[config.mk]
export PLATFORM = sky130hd
export DESIGN_NAME = dcl_line_ctrl
export DESIGN_NICKNAME = d
export VERILOG_FILES = /design/src/design/dcl_pkg.sv /design/src/design/dcl_mem_if.sv /design/src/design/dcl_line_mem.sv /design/src/design/dcl_line_ctrl.sv
export SDC_FILE = /design/constraint.sdc
export NUM_CORES = 2
export LEC_CHECK = 0
export BUFFER_PORTS_ARGS = -buffer_cell sky130_fd_sc_hd__buf_4
export CORE_AREA = 5 5 372 374
export CTS_CLUSTER_DIAMETER = 150
export DETAILED_ROUTE_END_ITERATION = 6
export DIE_AREA = 0 0 377 379
export SETUP_SLACK_MARGIN = 0.02
export SLEW_MARGIN = 20
export SYNTH_ARGS = -nofsm -noshare
export SYNTH_HDL_FRONTEND = slang
export SYNTH_HIERARCHICAL = 1
export SYNTH_SLANG_ARGS = --single-unit
[constraint.sdc]
create_clock -name i_clk_sys -period 11.7 [get_ports i_clk_sys]
set_clock_uncertainty 0.2 [all_clocks]
set_input_delay 1.17 -clock i_clk_sys [delete_from_list [all_inputs] [get_ports i_clk_sys]]
set_output_delay 1.17 -clock i_clk_sys [all_outputs]
set_load 0.1 [all_outputs]
[src/design/dcl_pkg.sv]
package dcl_pkg;

	localparam int DCL_WAYS    = 4;
	localparam int DCL_SETS    = 16;
	localparam int DCL_SET_W   = 4;
	localparam int DCL_TAG_W   = 8;
	localparam int DCL_LW      = 4;
	localparam int DCL_WAY_W   = DCL_TAG_W + DCL_LW + 1;
	localparam int DCL_ENTRY_W = DCL_WAYS * DCL_WAY_W;

	// Avalon byte offsets
	localparam logic [4:0] DCL_OFS_ADDR = 5'h00;
	localparam logic [4:0] DCL_OFS_CTRL = 5'h04;
	localparam logic [4:0] DCL_OFS_CMD  = 5'h08;
	localparam logic [4:0] DCL_OFS_STAT = 5'h0C;

	// Control register fields
	localparam int DCL_CTRL_MASK_LSB = 0;
	localparam int DCL_CTRL_MODE_BIT = 4;
	localparam int DCL_CTRL_SC_LSB   = 5;
	localparam int DCL_CTRL_FULL_BIT = 7;
	localparam logic [7:0]  DCL_CTRL_RST = 8'h10;
	localparam logic [11:0] DCL_ADDR_RST = 12'h000;
	localparam logic [3:0]  DCL_LFSR_RST = 4'h9;

	// Command codes
	localparam logic [2:0] DCL_OP_READ  = 3'h0;
	localparam logic [2:0] DCL_OP_WRITE = 3'h1;
	localparam logic [2:0] DCL_OP_INVAL = 3'h2;
	localparam logic [2:0] DCL_OP_PUSH  = 3'h3;
	localparam logic [2:0] DCL_OP_SNRD  = 3'h4;
	localparam logic [2:0] DCL_OP_SNWR  = 3'h5;

	localparam logic [1:0] DCL_SC_LEAVE = 2'h1;
	localparam logic [1:0] DCL_SC_INVAL = 2'h2;

	localparam logic [1:0] DCL_LS_INV = 2'h0;
	localparam logic [1:0] DCL_LS_VAL = 2'h1;
	localparam logic [1:0] DCL_LS_DRT = 2'h2;

	// Action bit positions
	localparam int DCL_A_FETCH = 0;
	localparam int DCL_A_BUF   = 1;
	localparam int DCL_A_WB    = 2;
	localparam int DCL_A_MEMWR = 3;
	localparam int DCL_A_INH   = 4;
	localparam int DCL_A_SRC   = 5;
	localparam int DCL_A_SINK  = 6;
	localparam int DCL_A_DLV   = 7;

	typedef enum logic [2:0] {
		DCL_S_IDLE,
		DCL_S_READ,
		DCL_S_DECIDE,
		DCL_S_FETCH,
		DCL_S_PUSHWB,
		DCL_S_UPDATE,
		DCL_S_COPYWB
	} dcl_state_t;

endpackage

[src/design/dcl_mem_if.sv]
interface dcl_mem_if;
	import dcl_pkg::*;
	logic                   rd_en;
	logic                   wr_en;
	logic [DCL_SET_W-1:0]   addr;
	logic [DCL_ENTRY_W-1:0] wr_data;
	logic [DCL_ENTRY_W-1:0] rd_data;

	modport ctl (output rd_en, output wr_en, output addr, output wr_data, input rd_data);
	modport mem (input rd_en, input wr_en, input addr, input wr_data, output rd_data);
endinterface

[src/design/dcl_line_mem.sv]
module dcl_line_mem
	import dcl_pkg::*;
(
	input  wire logic i_clk_sys,
	input  wire logic i_rstn,
	dcl_mem_if.mem    m
);

	logic [DCL_ENTRY_W-1:0] mem_q [DCL_SETS];
	logic [DCL_ENTRY_W-1:0] rd_q;

	// Every line starts invalid with clear flags
	always_ff @(posedge i_clk_sys) begin
		if (!i_rstn) begin
			for (int i = 0; i < DCL_SETS; i++) begin
				mem_q[i] <= '0;
			end
		end else if (m.wr_en) begin
			mem_q[m.addr] <= m.wr_data;
		end
	end

	always_ff @(posedge i_clk_sys) begin
		if (!i_rstn) begin
			rd_q <= '0;
		end else if (m.rd_en) begin
			rd_q <= mem_q[m.addr];
		end
	end

	assign m.rd_data = rd_q;

endmodule

[src/design/dcl_line_ctrl.sv]
// The Avalon-MM interface to the registers and the placing of the registers were left to the implementer.
module dcl_line_ctrl
	import dcl_pkg::*;
(
	input  wire logic        i_clk_sys,
	input  wire logic        i_rstn,
	input  wire logic [4:0]  i_avs_address,
	input  wire logic        i_avs_read,
	input  wire logic        i_avs_write,
	input  wire logic [31:0] i_avs_writedata,
	output logic      [31:0] o_avs_readdata,
	output logic             o_avs_waitrequest,
	output logic             o_busy,
	output logic             o_line_fetch,
	output logic             o_line_writeback,
	output logic             o_mem_write,
	output logic             o_mem_inhibit,
	output logic             o_data_source,
	output logic             o_data_sink,
	output logic             o_data_deliver
);

	dcl_mem_if mif ();

	dcl_line_mem u_mem (
		.i_clk_sys (i_clk_sys),
		.i_rstn    (i_rstn),
		.m         (mif.mem)
	);

	dcl_state_t             state_q;
	logic [11:0]            addr_q;
	logic [7:0]             ctrl_q, plan_q;
	logic [2:0]             op_q;
	logic [3:0]             mask_q, lfsr_q;
	logic [1:0]             sc_q, way_q, pst_q, nst_q;
	logic [DCL_ENTRY_W-1:0] entry_q;
	logic                   mode_q, full_q, hit_q, refused_q;
	logic                   acc_wr, cmd_wr, start;

	// Bus slave: answer one cycle after the request appears
	assign acc_wr  = i_avs_write && !o_avs_waitrequest;
	assign cmd_wr  = acc_wr && (i_avs_address == DCL_OFS_CMD);
	assign start   = cmd_wr && (state_q == DCL_S_IDLE);

	always_ff @(posedge i_clk_sys) begin
		if (!i_rstn) begin
			o_avs_waitrequest <= 1'b1;
		end else begin
			o_avs_waitrequest <= !((i_avs_read || i_avs_write) && o_avs_waitrequest);
		end
	end

	always_ff @(posedge i_clk_sys) begin
		if (!i_rstn) begin
			o_avs_readdata <= 32'h0000_0000;
		end else if (i_avs_read && o_avs_waitrequest) begin
			case (i_avs_address)
				DCL_OFS_ADDR: o_avs_readdata <= {20'h0_0000, addr_q};
				DCL_OFS_CTRL: o_avs_readdata <= {24'h00_0000, ctrl_q};
				DCL_OFS_STAT: o_avs_readdata <= {15'h0000, refused_q, plan_q,
					nst_q, pst_q, way_q, hit_q, state_q != DCL_S_IDLE};
				default:      o_avs_readdata <= 32'h0000_0000;
			endcase
		end
	end

	always_ff @(posedge i_clk_sys) begin
		if (!i_rstn) begin
			addr_q <= DCL_ADDR_RST;
			ctrl_q <= DCL_CTRL_RST;
		end else if (acc_wr && i_avs_address == DCL_OFS_ADDR) begin
			addr_q <= i_avs_writedata[11:0];
		end else if (acc_wr && i_avs_address == DCL_OFS_CTRL) begin
			ctrl_q <= i_avs_writedata[7:0];
		end
	end

	// A command while busy is dropped and flagged; the next accepted one clears it
	always_ff @(posedge i_clk_sys) begin
		if (!i_rstn) begin
			refused_q <= 1'b0;
		end else if (cmd_wr && state_q != DCL_S_IDLE) begin
			refused_q <= 1'b1;
		end else if (start) begin
			refused_q <= 1'b0;
		end
	end

	// Access attributes latched with the command, so each access uses its own mode
	always_ff @(posedge i_clk_sys) begin
		if (!i_rstn) begin
			op_q   <= DCL_OP_READ;
			mask_q <= 4'h0;
			mode_q <= 1'b0;
			sc_q   <= 2'h0;
			full_q <= 1'b0;
		end else if (start) begin
			op_q   <= i_avs_writedata[2:0];
			mask_q <= ctrl_q[DCL_CTRL_MASK_LSB +: 4];
			mode_q <= ctrl_q[DCL_CTRL_MODE_BIT];
			sc_q   <= ctrl_q[DCL_CTRL_SC_LSB +: 2];
			full_q <= ctrl_q[DCL_CTRL_FULL_BIT];
		end
	end

	// Free-running LFSR as the replacement source
	always_ff @(posedge i_clk_sys) begin
		if (!i_rstn) begin
			lfsr_q <= DCL_LFSR_RST;
		end else begin
			lfsr_q <= {lfsr_q[2:0], lfsr_q[3] ^ lfsr_q[2]};
		end
	end

	// Lookup of the selected set
	logic [DCL_WAYS-1:0]    w_vld, w_hit, w_drt;
	logic [3:0]             w_dfl [DCL_WAYS];
	logic                   hit, has_inv;
	logic [1:0]             hit_way, inv_way, sel_way;
	logic [DCL_ENTRY_W-1:0] rd_ent;
	assign rd_ent = mif.rd_data;

	always_comb begin
		hit     = 1'b0;
		has_inv = 1'b0;
		hit_way = 2'h0;
		inv_way = 2'h0;
		for (int w = 0; w < DCL_WAYS; w++) begin
			w_vld[w] = rd_ent[w*DCL_WAY_W];
			w_dfl[w] = rd_ent[w*DCL_WAY_W+1 +: DCL_LW];
			w_drt[w] = w_vld[w] && (|w_dfl[w]);
			w_hit[w] = w_vld[w] && (rd_ent[w*DCL_WAY_W+5 +: DCL_TAG_W] == addr_q[11:4]);
		end
		for (int w = DCL_WAYS - 1; w >= 0; w--) begin
			if (w_hit[w]) begin
				hit     = 1'b1;
				hit_way = w[1:0];
			end
			if (!w_vld[w]) begin
				has_inv = 1'b1;
				inv_way = w[1:0];
			end
		end
	end

	assign sel_way = hit ? hit_way : (has_inv ? inv_way : lfsr_q[1:0]);
	logic                   s_vld, s_drt;
	logic [3:0]             s_dfl;
	logic [DCL_WAY_W-1:0]   new_way;
	logic [7:0]             plan;
	logic [DCL_ENTRY_W-1:0] nxt_ent;

	assign s_vld = w_vld[sel_way];
	assign s_drt = w_drt[sel_way];
	assign s_dfl = w_dfl[sel_way];

	always_comb begin
		new_way = rd_ent[sel_way*DCL_WAY_W +: DCL_WAY_W];
		plan    = 8'h00;
		case (op_q)
			DCL_OP_READ: begin
				plan[DCL_A_DLV] = 1'b1;
				if (!hit) begin
					plan[DCL_A_FETCH] = 1'b1;
					plan[DCL_A_BUF]   = s_drt;
					plan[DCL_A_WB]    = s_drt;
					new_way = {addr_q[11:4], 4'h0, 1'b1};
				end
			end
			DCL_OP_WRITE: begin
				if (mode_q && hit) begin
					new_way = {addr_q[11:4], s_dfl | mask_q, 1'b1};
				end else if (mode_q) begin
					plan[DCL_A_FETCH] = 1'b1;
					plan[DCL_A_BUF]   = s_drt;
					plan[DCL_A_WB]    = s_drt;
					new_way = {addr_q[11:4], mask_q, 1'b1};
				end else begin
					plan[DCL_A_MEMWR] = 1'b1;
				end
			end
			DCL_OP_INVAL: begin
				if (hit) begin
					new_way = '0;
				end
			end
			DCL_OP_PUSH: begin
				if (hit) begin
					plan[DCL_A_WB] = s_drt;
					new_way = '0;
				end
			end
			DCL_OP_SNRD: begin
				if (hit && (sc_q == DCL_SC_LEAVE || sc_q == DCL_SC_INVAL)) begin
					plan[DCL_A_INH] = s_drt;
					plan[DCL_A_SRC] = s_drt;
					if (sc_q == DCL_SC_INVAL) begin
						new_way = '0;
					end
				end
			end
			DCL_OP_SNWR: begin
				if (hit && sc_q == DCL_SC_INVAL) begin
					new_way = '0;
				end else if (hit && sc_q == DCL_SC_LEAVE) begin
					if (s_drt && !full_q) begin
						plan[DCL_A_INH]  = 1'b1;
						plan[DCL_A_SINK] = 1'b1;
						new_way = {addr_q[11:4], s_dfl | mask_q, 1'b1};
					end else begin
						new_way = '0;
					end
				end
			end
			default: plan = 8'h00;
		endcase
		nxt_ent = rd_ent;
		nxt_ent[sel_way*DCL_WAY_W +: DCL_WAY_W] = new_way;
	end

	// Sequencer: push writes before invalidating, a fill writes the held line last
	always_ff @(posedge i_clk_sys) begin
		if (!i_rstn) begin
			state_q <= DCL_S_IDLE;
		end else begin
			case (state_q)
				DCL_S_IDLE:   state_q <= start ? DCL_S_READ : DCL_S_IDLE;
				DCL_S_READ:   state_q <= DCL_S_DECIDE;
				DCL_S_DECIDE: begin
					if (op_q == DCL_OP_PUSH && plan[DCL_A_WB]) begin
						state_q <= DCL_S_PUSHWB;
					end else if (plan[DCL_A_FETCH]) begin
						state_q <= DCL_S_FETCH;
					end else begin
						state_q <= DCL_S_UPDATE;
					end
				end
				DCL_S_FETCH:  state_q <= DCL_S_UPDATE;
				DCL_S_PUSHWB: state_q <= DCL_S_UPDATE;
				DCL_S_UPDATE: state_q <= plan_q[DCL_A_BUF] ? DCL_S_COPYWB : DCL_S_IDLE;
				DCL_S_COPYWB: state_q <= DCL_S_IDLE;
				default:      state_q <= DCL_S_IDLE;
			endcase
		end
	end

	always_ff @(posedge i_clk_sys) begin
		if (!i_rstn) begin
			entry_q <= '0;
			plan_q  <= 8'h00;
			hit_q   <= 1'b0;
			way_q   <= 2'h0;
			pst_q   <= DCL_LS_INV;
			nst_q   <= DCL_LS_INV;
		end else if (state_q == DCL_S_DECIDE) begin
			entry_q <= nxt_ent;
			plan_q  <= plan;
			hit_q   <= hit;
			way_q   <= sel_way;
			pst_q   <= s_drt ? DCL_LS_DRT : (s_vld ? DCL_LS_VAL : DCL_LS_INV);
			nst_q   <= !new_way[0] ? DCL_LS_INV :
				((|new_way[4:1]) ? DCL_LS_DRT : DCL_LS_VAL);
		end
	end

	assign mif.rd_en   = (state_q == DCL_S_READ);
	assign mif.wr_en   = (state_q == DCL_S_UPDATE);
	assign mif.addr    = addr_q[3:0];
	assign mif.wr_data = entry_q;

	// Bus-side outputs straight from flops: strobes one cycle each, busy held through the command
	always_ff @(posedge i_clk_sys) begin
		if (!i_rstn) begin
			o_busy           <= 1'b0;
			o_line_fetch     <= 1'b0;
			o_line_writeback <= 1'b0;
			o_mem_write      <= 1'b0;
			o_mem_inhibit    <= 1'b0;
			o_data_source    <= 1'b0;
			o_data_sink      <= 1'b0;
			o_data_deliver   <= 1'b0;
		end else begin
			o_busy           <= (state_q != DCL_S_IDLE) || start;
			o_line_fetch     <= (state_q == DCL_S_FETCH);
			o_line_writeback <= (state_q == DCL_S_PUSHWB) || (state_q == DCL_S_COPYWB);
			o_mem_write      <= (state_q == DCL_S_UPDATE) && plan_q[DCL_A_MEMWR];
			o_mem_inhibit    <= (state_q == DCL_S_UPDATE) && plan_q[DCL_A_INH];
			o_data_source    <= (state_q == DCL_S_UPDATE) && plan_q[DCL_A_SRC];
			o_data_sink      <= (state_q == DCL_S_UPDATE) && plan_q[DCL_A_SINK];
			o_data_deliver   <= (state_q == DCL_S_UPDATE) && plan_q[DCL_A_DLV];
		end
	end

	logic dec;
	assign dec = (state_q == DCL_S_DECIDE);
endmodule

# Word-level counts from Yosys, hierarchy flattened
# Memories as Yosys holds them, arrays and structs flattened. A register that Yosys moved wholly into a read port is not among the register bits.
# Index checks and enable logic that the tools add are counted.
# totals
reg_bits,147
output_inout_bits,41
mem_count,1
ramBits,832
# memory_table
memory,depth,width,rd,rd_clocked_by_memory_dff,wr,line,text
u_mem.mem_q,16,52,1,1,16,dcl_line_mem.sv:9,logic [DCL_ENTRY_W-1:0] mem_q [DCL_SETS];
# classes
shifts,3
bitwise_logic,4
order_cmp,2
eq_ne,20
n_mux,71
multipliers,1
n_reduce_logical,49
addsub,1
# ops
op,n
$mux 13,9
$pmux 13 s5,1
$bwmux 52,1
$mux 52,1
$reduce_or 52->1,1
$shift 13x34->52 const A,1
$shiftx 13x34->52,1
$shiftx 52x7->13,1
$pmux 17 s3,1
$neg 6->34,1
$eq 8x8->1,4
$mux 1,28
$mux 2,14
$logic_and 1x1->1,27
$reduce_or 4->1,5
$mux 4,4
$eq 3x3->1 const B,5
$mux 3,5
$pmux 3 s5,1
$eq 3x2->1 const B,4
$eq 5x4->1 const B,2
$bmux 4 s2,1
$eq 3x1->1 const B,2
$logic_not 3->1,2
21 further kinds,29

# Depth between registers and ports, before layout
# depth
depth_word,19
ltp_mapped,15
depth_no_buf,12

# By module
# Netlist, hierarchy kept.
# modules_own_cells
module,n_inst,area_per_inst_um2,cells_per_inst
dcl_line_mem,1,39360.2,2769
dcl_line_ctrl,1,7435.9,930

# Least setup slack after synthesis
# OpenSTA, ideal clock, no wires.
# synth_timing
path_kind,input port to flip-flop
start,input port i_rstn
end,"memory u_mem/mem_q[11][0] in the netlist's numbering, enable pin"
t_arrival_ns,5.003
slack_ns,5.963
n_path_buf,0
stages,2
setup_time_ns,0.534
path_cell_list,nand3_2 -> o21ai_0
# synth_lines
element,line,text
from (decl),dcl_line_ctrl.sv:6,"input wire logic i_rstn,"
to (decl),dcl_line_mem.sv:9,

# Worst setup path in the final report
# layout_timing
start,register addr_q[11]
end,register entry_q[32]
# layout_via
elab_chain_len,18
elab_cells_between_ends,45
cone_classes,add/sub: 1; mul: 1; eq/ne: 4; shift: 3; mux: 25; bitwise: 2; reduce/logical: 9
# layout_rtl
element,line,text
from (decl),dcl_line_ctrl.sv:32,logic [11:0] addr_q;
from (signal assigned),dcl_line_ctrl.sv:73,addr_q <= i_avs_writedata[11:0];
$eq 8x8->1,dcl_line_ctrl.sv:133,w_hit[w] = w_vld[w] && (rd_ent[w*DCL_WAY_W+5 +: DCL_TAG_W] == addr_q[11:4]);
$logic_and 1x1->1,dcl_line_ctrl.sv:133,
$mux 2 or $mux 1 (tied branches) (4 in series),dcl_line_ctrl.sv:136,if (w_hit[w]) begin
$mux 2 (*),dcl_line_ctrl.sv:147,assign sel_way = hit ? hit_way : (has_inv ? inv_way : lfsr_q[1:0]);
net sel_way[1],dcl_line_ctrl.sv:120,"logic [1:0] hit_way, inv_way, sel_way;"
"parallel branches: the longest is 10 deep, another holds $mul 2x4->6",n/a,
$bwmux 52 (*),dcl_line_ctrl.sv:219,nxt_ent[sel_way*DCL_WAY_W +: DCL_WAY_W] = new_way;
to (signal assigned),dcl_line_ctrl.sv:257,entry_q <= nxt_ent;
to (decl),dcl_line_ctrl.sv:37,logic [DCL_ENTRY_W-1:0] entry_q;
# Mark *: on every way through the listed nets, which the timed path passes. The select of a mux whose other input is x is not followed.
# A chain may end at the register's enable or synchronous reset.

==> impl_results.md <==
- Worst setup startpoint: addr_q[11]
- Die Footprint: 143000 um^2
- Final wirelength: approximately 130000 um
- Share of the synthesized area in the top cell type: 53.4%
- CTS Buffer Depth: 3
- Fin Setup TNS: 0 ns
- Post-DP HPWL: 70400 um
- Slew @ Worst Pin: about 1.1 ns
- Min-delay src: lfsr_q[0]
- FMAX: roughly 180 MHz
- Post-Synthesis Cells: 3699
- TritonRoute pass-1 iters: 6
- Async set-or-reset flop fraction in the synthesized netlist: 0%
- Avg Inst Size Synth: 12.7 um^2
- Top post-synthesis cells by area: edfxtp_1 (53%), and2_1 (11%), dfxtp_1 (7.9%)
- Crit path kind: reg -> reg
- Core Footprint: 135000 um^2
- Worst VDD drop: ~120 uV
- Initial antenna violation count: 3
- Commonest cells in the netlist: and2_1 (843), edfxtp_1 (832), mux2i_1 (331)
- IO Count: 82
- Reg2reg end: entry_q[32]
- Main synth FF type: edfxtp_1
- Initial Util: 34.8%
- Std cell rows: 135
- Die height: 379 um
- Maxcap violations: 0
- Top-count cell post-synth: and2_1
- Vias per cell: 5.40
- GR Util All Layers: approximately 18%
- Area of the multi-input gates: roughly 17000 um^2
- Pwr dens: 146 nW/um^2
- Total grt overflow: 0
- Hold endpoint: lfsr_q[1]
- Leading area contributor after synthesis: edfxtp_1
- Hold Fails Final Rpt: 0
- Clock root buffer: clkbuf_16
- Worst EP arrival: a little under 6 ns
- Result of the run: finished, final reports clean
- Syn. warnings: 6
- GRT met3 Usage: between 2 and 2.5%
- Reg2Reg Setup Slack: 6.24 ns
- 1st-iter DRT viols: between 2000 and 3000
- Register-to-Register Path Depth: 12
- Met2 usage: between 20 and 30%
- WHS Path Cells: 1
- Final ANT Viol Nets: 0
- DR vias: 29494
- Hold Buf Count CTS: 0
- Clk_lat worst skew: around 0.7 ns
- Met1 usage: roughly a quarter
- RSZ-0062 raised after global routing: false
- GP Congestion: between 0.8 and 0.9
- I/O Buffers: between 40 and 50
- Resized Gates After CTS: 0
- Filler Cell Count: 12620
- Synth Cell Area: 46800 um^2
- Die W: 377 um
- Crit. End Element: flop
- Number of setup violations in the final report: 0
- Post-CTS Setup Bufs: 0
- CP Data Required Time: 12.11 ns
- Leakage: 17.4 nW
- Startpoint Class: flop
- DRC violations left: 0
- Slew headroom: 23.7%
- Sequential area share after synthesis: 61.3%
- Vias in the first global route: 28697
- Yosys reg bits: between 1000 and 1500
- Post-synth EDFFs: 832
- H-tree depth: 3
- Final Net Count: 3636
- Post-route design area: around 52000 um^2
- TritonCTS clock tree: built
- Routed length per instance: 23.9 um
- Instance area after placement: 48400 um^2
- Final Max Slew Viols: 0
- Synth cell types: 75
- Clock sink count: 1016
- Layout cell share with drive strength beyond 1: 11.0%
- P&R area growth vs syn: 10.9%
- CTS Buf Count: 107
- GRT Max-Usage Layer: met2
- CP Max Fanout: 22
- Seq. cell area: 28700 um^2
- Fin crit period: 5.46 ns
- R2R Path Start: addr_q[11]
- Class of the worst hold path: reg -> reg
- Clk pin slew, worst setup/hold paths: 0.06 ns
- First-pass GRT wire length: 192000 um
- Largest net degree at the start of global routing: 78
- Tcrit/Tclk final: 46.7%
## cell usage in the layout, fill, tap and decap left out, types with 8 or more instances in the layout
master,netlist,routed
clkbuf_8,0,14
a22oi_1,9,9
mux2i_1,331,331
a21oi_1,105,105
mux4_2,52,52
o221a_2,16,16
buf_4,58,101
o211ai_1,14,14
a22o_1,16,16
clkinv_1,0,17
clkinv_2,0,16
nand2b_1,22,8
a221oi_1,42,42
clkbuf_1,219,34
xnor2_1,30,30
and2_1,843,842
nor3_4,8,10
edfxtp_1,832,832
dfxtp_1,184,180
clkbuf_16,0,114
o22ai_1,104,104
a2bb2oi_1,31,31
conb_1,1,15
nor2_1,124,119
nand3_1,114,114
nor3_1,11,11
nand2_1,101,101
inv_1,29,28
o21ai_0,150,147
a31oi_1,68,68
or2_1,9,9
nand2b_4,0,13
## layout make-up
cell class / count / area share, %
clock inverter: 41 / 0.523
tap: 1781 / 4.29
inverter: 30 / 0.219
multi-input combinational: 2330 / 32.0
antenna: 2 / 0.00964
clock buffer: 162 / 6.11
sequential: 1016 / 55.3
timing repair buffer: 103 / 1.55
## registers in the layout, summed over array words and instances (netlist names), 3 cells and up
| name | cells |
|---|---|
| u_mem/mem_q | 832 |
| entry_q | 52 |
| u_mem/m.rd_data | 52 |
| o_avs_readdata | 17 |
| addr_q | 12 |
| ctrl_q | 8 |
| plan_q | 8 |
| lfsr_q | 4 |
| mask_q | 4 |
| op_q | 3 |
| state_q | 3 |
## cell families after synthesis
| group | Yosys count | share of synthesized area (%) |
|---|---|---|
| xor+xnor | 33 | 0.666 |
| buf+inv | 367 | 3.73 |
| simple gates | 1298 | 16.2 |
| fa+ha+maj | 7 | 0.187 |
| mux | 383 | 9.58 |
| compound gates | 594 | 8.33 |
| other cells | 1 | 0.00801 |
| flops | 1016 | 61.3 |
## metrics by stage
stage | setup slack (ns) | total power, W | util, % | cells | hold slack [ns]
floorplan | 5.96 | 0.00426 | - | 3713 | 0.220
global placement | 6.63 | 0.00435 | 36.0 | 5258 | 0.232
detailed placement | 6.49 | 0.00436 | 36.0 | 5258 | 0.242
CTS | 6.47 | 0.00765 | 38.5 | 5461 | 0.255
global route | 6.06 | 0.00783 | 38.6 | 5463 | 0.277
finish | 6.24 | 0.00760 | 38.6 | 5465 | 0.249
## critical path, cell delays in order (launching register included)
cell     delay [ns]
dfxtp_1        0.90
xnor2_1        0.19
nand3_1        0.20
nor3_1         0.48
nor2_1         0.25
nand2_1        0.61
inv_2          0.25
ha_1           0.45
nor2b_1        0.29
and3_1         0.69
nand2_1        0.39
o221a_2        0.35
a21oi_1        0.13
## worst max-delay path by stage
stage | endpoint | cells past startpoint
final | entry_q[32] | 12
after global routing | entry_q[32] | 12
after floorplan | u_mem/mem_q[11][0] | 2
after global placement | entry_q[20] | 12
after detailed placement | entry_q[25] | 12
after CTS | entry_q[23] | 12
## routing by layer
metal,vias to the layer above,routed length (um)
li1,13246,-
met1,14956,55600
met2,1065,62500
met3,227,8360
met4,0,3880
met5,-,0
## power by group
group	internal, W	switching [W]	total (W)	leakage (nW)
logic	0.0000547	0.000189	0.000243	5.62
clock network	0.00191	0.00140	0.00332	1.69
registers	0.00400	0.0000352	0.00404	10.1
total	0.00597	0.00163	0.00760	17.4
(Power assumes the default switching activity.)
